## src/verilog/hdlc_status_consts.svh

```systemverilog
// Offsets, field positions, reset values and counts for the HDLC status block
`ifndef HDLC_STATUS_CONSTS_SVH
`define HDLC_STATUS_CONSTS_SVH
`define OFF_RX_BYTES_AVAIL   12'h0b4
`define OFF_RX_DATA          12'h0b8
`define OFF_RX_RT_STATUS     12'h0bc
`define OFF_RX_LATCHED       12'h094
`define OFF_RX_MASK          12'h0a4
`define OFF_TX_LATCHED       12'h190
`define OFF_TX_MASK          12'h1a0
`define OFF_TX_SPACE         12'h1b0
`define OFF_TX_DATA          12'h1b4
`define OFF_WATERMARK        12'h1b8
`define BIT_RX_HWM           1
`define BIT_RX_PKT_END       0
`define BIT_RX_OVR           5
`define BIT_RX_PKT_START     1
`define BIT_TX_LWM           0
`define BIT_TX_UNDER         1
`define BIT_MORE_FLAG        7
`define RST_MASK             8'h00
`define RST_HIGH_WM          7'h30
`define RST_LOW_WM           7'h10
`define FIFO_DEPTH_DEF       64
`endif

```

## src/verilog/hdlc_status_pkg.sv

```systemverilog
// Types shared by the HDLC status block
package hdlc_status_pkg;
	typedef enum logic [1:0] {SEG_FIRST, SEG_CONT, SEG_LAST, SEG_WHOLE} segment_t;
	typedef enum {APB_IDLE, APB_ACCESS} apb_state_t;
endpackage

```

## src/verilog/hdlc_byte_mem.sv

```systemverilog
// Small byte memory with registered read data
`timescale 1ns/1ps
`default_nettype none
module hdlc_byte_mem #(
	parameter int DEPTH = 64,
	parameter int AW    = 6
) (
	// Clock
	input  wire logic          core_clk,
	// Write port
	input  wire logic          wrEn,
	input  wire logic [AW-1:0] wrAddr,
	input  wire logic [8:0]    wrData,
	// Read port
	input  wire logic [AW-1:0] rdAddr,
	output var  logic [8:0]    rdData
);
	logic [8:0] mem [DEPTH];

	always_ff @(posedge core_clk) begin
		if (wrEn) begin
			mem[wrAddr] <= wrData;
		end
		rdData <= mem[rdAddr];
	end
endmodule
`default_nettype wire

```

## src/verilog/skid_buffer2.sv

```systemverilog
// Two-entry valid/ready buffer
`timescale 1ns/1ps
`default_nettype none
module skid_buffer2 #(
	parameter int W = 8
) (
	// Clock and reset
	input  wire logic         core_clk,
	input  wire logic         arst_n,
	// Fill side
	input  wire logic         inValid,
	output var  logic         inReady,
	input  wire logic [W-1:0] inData,
	// Drain side
	output var  logic         outValid,
	input  wire logic         outReady,
	output var  logic [W-1:0] outData
);
	logic [W-1:0] skid_reg;
	logic         skidValid_reg;
	logic         outFree;

	// Skid slot catches a word offered while the output stalls
	assign inReady = !skidValid_reg;
	assign outFree = outReady || !outValid;

	// Output stage is a register so the drain side sees flop outputs
	always_ff @(posedge core_clk or negedge arst_n) begin
		if (!arst_n) begin
			outValid      <= 1'b0;
			outData       <= '0;
			skidValid_reg <= 1'b0;
		end else if (outFree) begin
			if (skidValid_reg) begin
				outValid      <= 1'b1;
				outData       <= skid_reg;
				skidValid_reg <= 1'b0;
			end else begin
				outValid <= inValid;
				if (inValid) begin
					outData <= inData;
				end
			end
		end else if (inValid && inReady) begin
			skidValid_reg <= 1'b1;
		end
	end

	always_ff @(posedge core_clk) begin
		if (inValid && inReady && !outFree) begin
			skid_reg <= inData;
		end
	end
endmodule
`default_nettype wire

```

## src/verilog/hdlc_fifo_host_status.sv

```systemverilog
// HDLC FIFO counts, status, masks and interrupt for one framer
//
// Decided for this implementation: the register offsets and register access over APB.
`include "hdlc_status_consts.svh"
`timescale 1ns/1ps
`default_nettype none
module hdlc_fifo_host_status
	import hdlc_status_pkg::*;
#(
	parameter int DEPTH = `FIFO_DEPTH_DEF,
	parameter int AW    = 6
) (
	// Clock and reset
	input  wire logic        core_clk,
	input  wire logic        arst_n,
	// APB slave
	input  wire logic        psel,
	input  wire logic        penable,
	input  wire logic        pwrite,
	input  wire logic [11:0] paddr,
	input  wire logic [31:0] pwdata,
	output var  logic [31:0] prdata,
	output var  logic        pready,
	output var  logic        pslverr,
	// Receive bytes from the framing engine; pktEnd marks last byte
	input  wire logic        rxValid,
	input  wire logic [7:0]  rxData,
	input  wire logic        rxPktEnd,
	input  wire logic        rxPktStart,
	// Transmit bytes toward the framing engine
	output var  logic        txValid,
	input  wire logic        txReady,
	output var  logic [7:0]  txData,
	// Interrupt
	output var  logic        interrupt_out_n
);
	localparam logic [7:0] DEPTH8 = 8'(DEPTH);

	// Receive FIFO
	logic [AW-1:0] rxWr_reg, rxRd_reg;
	logic [7:0]    rxFill_reg;
	logic [7:0]    rxAvail_reg;
	logic          rxOpen_reg;
	logic [8:0]    rxMemOut;
	logic          rxWrEn;
	logic          rxPop;
	logic          rxOverrun;
	// Transmit FIFO
	logic [AW-1:0] txWr_reg, txRd_reg;
	logic [7:0]    txFill_reg;
	logic [8:0]    txMemOut;
	logic          txPush;
	logic          txMemValid_reg;
	logic          bufInReady;
	logic          txTake;
	logic          txUnder;
	// Registers
	logic [7:0]    rxLatched_reg, txLatched_reg;
	logic [7:0]    rxMask_reg, txMask_reg;
	logic [6:0]    highWm_reg, lowWm_reg;
	logic [7:0]    txSpaceHold_reg;
	logic [7:0]    rxRealtime;
	logic [7:0]    txRealtime;
	logic [7:0]    rxEvents, txEvents;
	apb_state_t    apb_reg;
	logic          wrStrobe, rdStrobe;
	logic [7:0]    rxCause_reg, txCause_reg;

	function automatic logic hit(input logic [11:0] a, input logic [11:0] off);
		return a == off;
	endfunction

	function automatic logic mapped(input logic [11:0] a);
		return hit(a, `OFF_RX_BYTES_AVAIL) || hit(a, `OFF_RX_DATA) ||
			hit(a, `OFF_RX_RT_STATUS) || hit(a, `OFF_RX_LATCHED) ||
			hit(a, `OFF_RX_MASK) || hit(a, `OFF_TX_LATCHED) ||
			hit(a, `OFF_TX_MASK) || hit(a, `OFF_TX_SPACE) ||
			hit(a, `OFF_TX_DATA) || hit(a, `OFF_WATERMARK);
	endfunction

	assign wrStrobe = (apb_reg == APB_ACCESS) && psel && penable && pwrite;
	assign rdStrobe = (apb_reg == APB_ACCESS) && psel && penable && !pwrite;

	// APB two-phase, no wait states
	always_ff @(posedge core_clk or negedge arst_n) begin
		if (!arst_n) begin
			apb_reg <= APB_IDLE;
		end else begin
			case (apb_reg)
				APB_IDLE:   apb_reg <= (psel && !penable) ? APB_ACCESS : APB_IDLE;
				APB_ACCESS: apb_reg <= APB_IDLE;
				default:    apb_reg <= APB_IDLE;
			endcase
		end
	end

	// Overrun when full and a byte arrives
	assign rxOverrun = rxValid && (rxFill_reg == DEPTH8);
	assign rxWrEn    = rxValid && !rxOverrun;
	assign rxPop     = rdStrobe && hit(paddr, `OFF_RX_DATA) && (rxFill_reg != 8'd0);

	hdlc_byte_mem #(.DEPTH(DEPTH), .AW(AW)) u_rxMem (
		.core_clk (core_clk),
		.wrEn     (rxWrEn),
		.wrAddr   (rxWr_reg),
		.wrData   ({rxPktEnd, rxData}),
		.rdAddr   (rxPop ? rxRd_reg + AW'(1) : rxRd_reg),
		.rdData   (rxMemOut)
	);

	// Receive pointers, fill and segment-aware count
	always_ff @(posedge core_clk or negedge arst_n) begin
		if (!arst_n) begin
			rxWr_reg    <= '0;
			rxRd_reg    <= '0;
			rxFill_reg  <= 8'd0;
			rxAvail_reg <= 8'd0;
			rxOpen_reg  <= 1'b0;
		end else if (rxOverrun) begin
			rxWr_reg    <= '0;
			rxRd_reg    <= '0;
			rxFill_reg  <= 8'd0;
			rxAvail_reg <= 8'd0;
			rxOpen_reg  <= 1'b0;
		end else begin
			if (rxWrEn) begin
				rxWr_reg <= rxWr_reg + AW'(1);
			end
			if (rxPop) begin
				rxRd_reg <= rxRd_reg + AW'(1);
			end
			rxFill_reg <= rxFill_reg + {7'd0, rxWrEn} - {7'd0, rxPop};
			if (rxPop && rxMemOut[8]) begin
				rxAvail_reg <= rxWrEn ? 8'd1 : 8'd0;
			end else begin
				rxAvail_reg <= rxAvail_reg + {7'd0, rxWrEn} - {7'd0, rxPop};
			end
			if (rxWrEn) begin
				rxOpen_reg <= !rxPktEnd;
			end
		end
	end

	segment_t rxSeg;
	always_comb begin
		rxSeg = SEG_WHOLE;
		if (rxOpen_reg && rxAvail_reg == rxFill_reg) begin
			rxSeg = SEG_CONT;
		end else if (rxOpen_reg) begin
			rxSeg = SEG_FIRST;
		end else begin
			rxSeg = SEG_LAST;
		end
	end

	always_comb begin
		rxRealtime = 8'h00;
		rxRealtime[`BIT_RX_HWM] = rxFill_reg > {1'b0, highWm_reg};
		rxRealtime[`BIT_RX_PKT_END] = !rxOpen_reg && (rxAvail_reg != 8'd0);
		txRealtime = 8'h00;
		txRealtime[`BIT_TX_LWM] = txFill_reg < {1'b0, lowWm_reg};
	end

	// Transmit FIFO
	assign txPush  = wrStrobe && hit(paddr, `OFF_TX_DATA) && (txFill_reg != DEPTH8);
	assign txTake  = txMemValid_reg && bufInReady;
	assign txUnder = txReady && !txValid;

	hdlc_byte_mem #(.DEPTH(DEPTH), .AW(AW)) u_txMem (
		.core_clk (core_clk),
		.wrEn     (txPush),
		.wrAddr   (txWr_reg),
		.wrData   ({1'b0, pwdata[7:0]}),
		// Re-read the held byte while the buffer stalls
		.rdAddr   (txMemValid_reg ? txRd_reg - AW'(1) : txRd_reg),
		.rdData   (txMemOut)
	);

	skid_buffer2 #(.W(8)) u_txBuf (
		.core_clk (core_clk),
		.arst_n   (arst_n),
		.inValid  (txMemValid_reg),
		.inReady  (bufInReady),
		.inData   (txMemOut[7:0]),
		.outValid (txValid),
		.outReady (txReady),
		.outData  (txData)
	);

	// Transmit pointers; memory read word valid one cycle after address
	always_ff @(posedge core_clk or negedge arst_n) begin
		if (!arst_n) begin
			txWr_reg       <= '0;
			txRd_reg       <= '0;
			txFill_reg     <= 8'd0;
			txMemValid_reg <= 1'b0;
		end else begin
			if (txPush) begin
				txWr_reg <= txWr_reg + AW'(1);
			end
			if (txTake) begin
				txMemValid_reg <= 1'b0;
			end else if (!txMemValid_reg && txFill_reg != 8'd0 && !txPush) begin
				txMemValid_reg <= 1'b1;
				txRd_reg       <= txRd_reg + AW'(1);
			end
			// Held byte keeps its slot until the buffer takes it
			txFill_reg <= txFill_reg + {7'd0, txPush} - {7'd0, txTake};
		end
	end

	always_ff @(posedge core_clk or negedge arst_n) begin
		if (!arst_n) begin
			txSpaceHold_reg <= DEPTH8;
		end else if (!(psel && apb_reg == APB_ACCESS)) begin
			txSpaceHold_reg <= DEPTH8 - txFill_reg;
		end
	end

	always_comb begin
		rxEvents = 8'h00;
		rxEvents[`BIT_RX_OVR]       = rxOverrun;
		rxEvents[`BIT_RX_PKT_START] = rxWrEn && rxPktStart;
		rxEvents[`BIT_RX_PKT_END]   = rxWrEn && rxPktEnd;
		txEvents = 8'h00;
		txEvents[`BIT_TX_UNDER]     = txUnder;
		txEvents[`BIT_TX_LWM]       = txPush == 1'b0 && txFill_reg == {1'b0, lowWm_reg};
	end

	always_ff @(posedge core_clk or negedge arst_n) begin
		if (!arst_n) begin
			rxLatched_reg <= 8'h00;
			txLatched_reg <= 8'h00;
		end else begin
			rxLatched_reg <= rxEvents | (rxLatched_reg &
				~((wrStrobe && hit(paddr, `OFF_RX_LATCHED)) ? pwdata[7:0] : 8'h00));
			txLatched_reg <= txEvents | (txLatched_reg &
				~((wrStrobe && hit(paddr, `OFF_TX_LATCHED)) ? pwdata[7:0] : 8'h00));
		end
	end

	// Masks and watermarks
	always_ff @(posedge core_clk or negedge arst_n) begin
		if (!arst_n) begin
			rxMask_reg <= `RST_MASK;
			txMask_reg <= `RST_MASK;
			highWm_reg <= `RST_HIGH_WM;
			lowWm_reg  <= `RST_LOW_WM;
		end else if (wrStrobe) begin
			if (hit(paddr, `OFF_RX_MASK)) begin
				rxMask_reg <= pwdata[7:0];
			end
			if (hit(paddr, `OFF_TX_MASK)) begin
				txMask_reg <= pwdata[7:0];
			end
			if (hit(paddr, `OFF_WATERMARK)) begin
				highWm_reg <= pwdata[6:0];
				lowWm_reg  <= pwdata[14:8];
			end
		end
	end

	// Cause bits cleared by reading the latched register
	always_ff @(posedge core_clk or negedge arst_n) begin
		if (!arst_n) begin
			rxCause_reg <= 8'h00;
			txCause_reg <= 8'h00;
		end else begin
			rxCause_reg <= (rxEvents & rxMask_reg) | (rxCause_reg & rxLatched_reg &
				rxMask_reg & ~((rdStrobe && hit(paddr, `OFF_RX_LATCHED)) ? 8'hff : 8'h00));
			txCause_reg <= (txEvents & txMask_reg) | (txCause_reg & txLatched_reg &
				txMask_reg & ~((rdStrobe && hit(paddr, `OFF_TX_LATCHED)) ? 8'hff : 8'h00));
		end
	end

	always_ff @(posedge core_clk or negedge arst_n) begin
		if (!arst_n) begin
			interrupt_out_n <= 1'b1;
		end else begin
			interrupt_out_n <= !(|{rxCause_reg, txCause_reg});
		end
	end

	// Read data, registered; answer in access phase
	always_ff @(posedge core_clk or negedge arst_n) begin
		if (!arst_n) begin
			prdata  <= 32'h0000_0000;
			pready  <= 1'b0;
			pslverr <= 1'b0;
		end else begin
			pready  <= psel && !penable;
			pslverr <= psel && !penable && !mapped(paddr);
			prdata  <= 32'h0000_0000;
			if (psel && !penable && !pwrite) begin
				case (paddr)
					`OFF_RX_BYTES_AVAIL: prdata <= {24'h0,
						(rxSeg == SEG_FIRST || rxSeg == SEG_CONT), rxAvail_reg[6:0]};
					`OFF_RX_DATA:        prdata <= {24'h0, rxMemOut[7:0]};
					`OFF_RX_RT_STATUS:   prdata <= {24'h0, rxRealtime};
					`OFF_RX_LATCHED:     prdata <= {24'h0, rxLatched_reg};
					`OFF_RX_MASK:        prdata <= {24'h0, rxMask_reg};
					`OFF_TX_LATCHED:     prdata <= {24'h0, txLatched_reg | txRealtime};
					`OFF_TX_MASK:        prdata <= {24'h0, txMask_reg};
					`OFF_TX_SPACE:       prdata <= {24'h0, txSpaceHold_reg};
					`OFF_WATERMARK:      prdata <= {17'h0, lowWm_reg, 1'b0, highWm_reg};
					default:             prdata <= 32'h0000_0000;
				endcase
			end
		end
	end
endmodule
`default_nettype wire

```

## config.mk

```make
export PLATFORM = sky130hd
export DESIGN_NAME = hdlc_fifo_host_status
export DESIGN_NICKNAME = d
export VERILOG_FILES = /design/src/verilog/hdlc_status_pkg.sv /design/src/verilog/hdlc_byte_mem.sv /design/src/verilog/skid_buffer2.sv /design/src/verilog/hdlc_fifo_host_status.sv
export VERILOG_INCLUDE_DIRS = /design/src /design/src/verilog
export SDC_FILE = /design/constraint.sdc
export NUM_CORES = 2
export LEC_CHECK = 0
export BUFFER_PORTS_ARGS = -buffer_cell sky130_fd_sc_hd__buf_2
export CORE_MARGIN = 1.5
export CORE_UTILIZATION = 54
export CTS_CLUSTER_DIAMETER = 200
export DETAILED_ROUTE_END_ITERATION = 8
export PLACE_DENSITY = 0.7
export SKIP_LAST_GASP = 1
export SYNTH_ARGS = -nofsm -noshare
export SYNTH_HDL_FRONTEND = slang
export SYNTH_SLANG_ARGS = --single-unit
```

## constraint.sdc

```tcl
create_clock -name core_clk -period 8.4 [get_ports core_clk]
set_clock_uncertainty 0.05 [all_clocks]
set_input_delay 1.68 -clock core_clk [delete_from_list [all_inputs] [get_ports core_clk]]
set_output_delay 1.68 -clock core_clk [all_outputs]
set_load 0.1 [all_outputs]
```

==> results.ini <==
[run_status]
status=completed

[floorplan]
die_w_um=320
num_rows=116
io_pins=105
die_y_um=320
core_mm2=0.0999
initial_core_util_pct=54.4
dieArea_mm2=0.102

[worst_setup_path]
path_max_fanout=64
worstPathRequired_ns=8.97
r2r_cells=11
crit_path_start_kind=flip-flop
crit_arrival_ns=6.15
end_kind=flip-flop
crit_type=reg -> reg
ff2ff_setup_slack_ns=2.82

[clocking]
cts_setup_buffers=0
clk_latency_ns=0.73
htreeDepth=3
numCtsBuffers=119
clockBufferDepth=3
cts_tree=built
cts.clk_slew.worst_paths_ns=0.06
post_cts_resized=0
postCtsHoldBufs=0
cts.sinks=1262
cts_root_buffer=clkbuf_16

[cells_and_area]
largest_reg_flops=576
final-seq-area_mm2=0.0370
top_register=u_rxMem.mem
drive_above_1_share_pct=16.1
fin_area_mm2=0.0597
finalNetCount=3663
reg_top3=u_rxMem.mem: 576 flops, u_txMem.mem: 512 flops, prdata: 15 flops
fillers=7324
area_delta_synth_final_pct=10.0
antenna_cells=0
multiInputGateArea_mm2=0.0161

[timing]
maxSlewViolCount=0
hold_violations=0
finalCriticalPeriod_ns=5.58
fmax_mhz=179
slew_headroom_pct=19.3
finalSetupTns_ns=0
fin_ws_ns=2.82
setup_viol=0
rsz0062_at_grt=false
post-route-period-util_pct=66.4
worst_slew_pin_slew_ns=1.21

[synth]
synth_flop_cell=edfxtp_1
yosysSeqAreaShare_pct=68.1
async_flop_share_pct=11.8
syn-cell-area_mm2=0.0543
syn_inst=3546
post-synth-top-area-cell=edfxtp_1
yosys_warnings=0
syn_avg_cell_area_um2=15.3
synth.ff_latch_count=1262
yosys-top-cells-area=edfxtp_1 (61%), mux4_2 (7.4%), dfrtp_1 (6.6%), o22ai_1 (2.7%), o221ai_1 (2.7%)
synth_cell_types=96
synth_top_area_share_pct=60.6
synth_edf_count=1096

[routing]
ant_nets=0
dr.first_iter.drc_count=3947
drtPass1Iterations=6
drt-total-wl_um=133000
vias=33100
wire_per_inst_um=26.9
viasPerCell=6.71
route.detailed.drc=0

[grt]
grt_max_degree=221
first_global_vias=32100
overflow=0
grt_pass1_wl_um=200000
grtUsageTotal_pct=25.8
antenna_found_initial=2

[power_and_ir_drop]
powerDensity_mw_per_mm2=297
p_int_uw=12500
p_sw_uw=5210
pwr-share-comb_pct=27.3
power.leakage_uw=0.0192
clockPowerShare_pct=31.1
seqPwrFrac_pct=41.6
peakVddDrop_uv=697
swShare_pct=29.4

[min_path]
hold_depth=0
holdCritPathClass=reg -> reg

[place]
dp_hpwl_um=77200
place_area_mm2=0.0557
port_buffers=70
place.gp.congestion=0.845
dpl_worst_slack_ns=2.26

[job]
drv_cap=0

[cell families (layout without fill, tap and decap cells)]
group	Yosys count	after routing	share of synthesized area [%]
adders and majority gates	60	60	1.42
other	1	17	0.00691
and+or+nand+nor	644	644	5.94
buffers and inverters	322	404	2.63
muxes	296	296	9.70
xor gates and xnor gates	47	47	0.806
AOI/OAI and AO/OA	914	914	11.4
DFF	1262	1262	68.1
[power groups by stage]
stage               Combinational, µW  Sequential (µW)  Clock (µW)
floorplan                        3440             7530           0
global placement                 4860             7490           0
detailed placement               4900             7500           0
CTS                              4920             7370        5570
global route                     5190             7400        5810
finish                           4840             7370        5510
[worst max-delay path, cell delays in order, from the launching register on]
cell	delay (ns)
dfrtp_4	0.75
ha_1	0.42
buf_4	0.48
clkinv_1	0.78
nand3_4	0.87
buf_4	0.70
o22ai_1	0.17
o21ai_0	0.28
o2111ai_1	0.19
a21o_1	0.20
nand3_1	0.15
and4_1	0.33
[per-layer routing]
| metal | track usage [%] | part of all wire, % | wire [µm] | up-vias |
|---|---|---|---|---|
| met4 | 10.5 | 4.2 | 5630 | 2 |
| met5 | 0 | 0.011 | 15 | - |
| met1 | 35.7 | 40 | 53000 | 16800 |
| met2 | 41.4 | 48 | 63800 | 1604 |
| met3 | 3.99 | 7.9 | 10500 | 311 |
| li1 | - | - | - | 14400 |
[stage by stage]
stage	utilization, %	power [µW]	hold WS [ns]	std cells
after floorplan	-	11000	0.358	3562
after global placement	55.8	12300	0.367	4719
after detailed placement	55.8	12400	0.372	4719
after CTS	59.8	17900	0.388	4942
after global routing	59.8	18400	0.405	4942
final	59.8	17700	0.383	4942
[layout make-up]
class / count / share of cell area (%)
Multi-Input combinational cell: 1978 / 26.9
Tap cell: 1298 / 2.72
Clock buffer: 151 / 5.45
Clock inverter: 72 / 1.27
Sequential cell: 1262 / 61.9
Timing Repair Buffer: 125 / 1.39
Inverter: 56 / 0.356
[worst paths after layout]
check                                          start                            end
max in group asynchronous                     arst_n        rxWr_reg[5]$_DFFE_PN0P_
min in group asynchronous                     arst_n       lowWm_reg[0]$_DFFE_PN0P_
min reg2reg                u_txMem.rdData[4]$_DFF_P_  u_txBuf.skid_reg[4]$_DFFE_PP_
min                        u_txMem.rdData[4]$_DFF_P_  u_txBuf.skid_reg[4]$_DFFE_PP_
max reg2reg                    rxRd_reg[0]$_DFF_PN0_      u_rxMem.rdData[2]$_DFF_P_
max                            rxRd_reg[0]$_DFF_PN0_      u_rxMem.rdData[2]$_DFF_P_
[layout by cell type (no fill, tap or decap), types with 12 or more instances in the layout]
| cell | instances |
|---|---|
| a211oi_1 | 26 |
| a21oi_1 | 79 |
| a22oi_1 | 15 |
| a31oi_1 | 26 |
| and3_1 | 18 |
| and4_1 | 19 |
| buf_2 | 69 |
| buf_4 | 50 |
| bufinv_16 | 14 |
| clkbuf_1 | 22 |
| clkbuf_16 | 124 |
| clkinv_1 | 24 |
| clkinv_2 | 26 |
| conb_1 | 17 |
| dfrtp_1 | 142 |
| dfxtp_1 | 17 |
| edfxtp_1 | 1096 |
| ha_1 | 57 |
| inv_1 | 53 |
| mux2_2 | 51 |
| mux2i_1 | 65 |
| mux4_2 | 179 |
| nand2_1 | 97 |
| nand3_1 | 56 |
| nand4_1 | 26 |
| nor2_1 | 247 |
| nor2b_1 | 37 |
| nor3_1 | 67 |
| o2111ai_1 | 35 |
| o21ai_0 | 182 |
| o21ai_1 | 27 |
| o221ai_1 | 168 |
| o22ai_1 | 238 |
| or3_1 | 14 |
| xnor2_1 | 28 |
| xor2_1 | 12 |
[cells in the mapped netlist (8+ instances only)]
master        n
nand2_1      98
nor3_1       68
inv_1        53
xnor2_1      32
ha_1         57
buf_2       104
a21oi_1      79
o21bai_1      9
and3_1       18
o21a_1        8
a211oi_1     26
edfxtp_1   1096
o21ai_1      30
a22o_1       11
buf_4        22
o221ai_1    168
nor4_1       11
nor2_1      247
mux4_2      179
dfrtp_1     144
a21o_1       11
clkbuf_1    108
or3_1        14
xor2_1       13
o2111ai_1    35
mux2i_1      66
dfxtp_1      17
a31oi_1      26
o22ai_1     238
a22oi_1      15
mux2_2       51
nor2b_1      37
nand3_1      57
buf_1        31
and4_1       19
o21ai_0     182
nand4_1      26
a21boi_0     11
(Power assumes the default switching activity.)
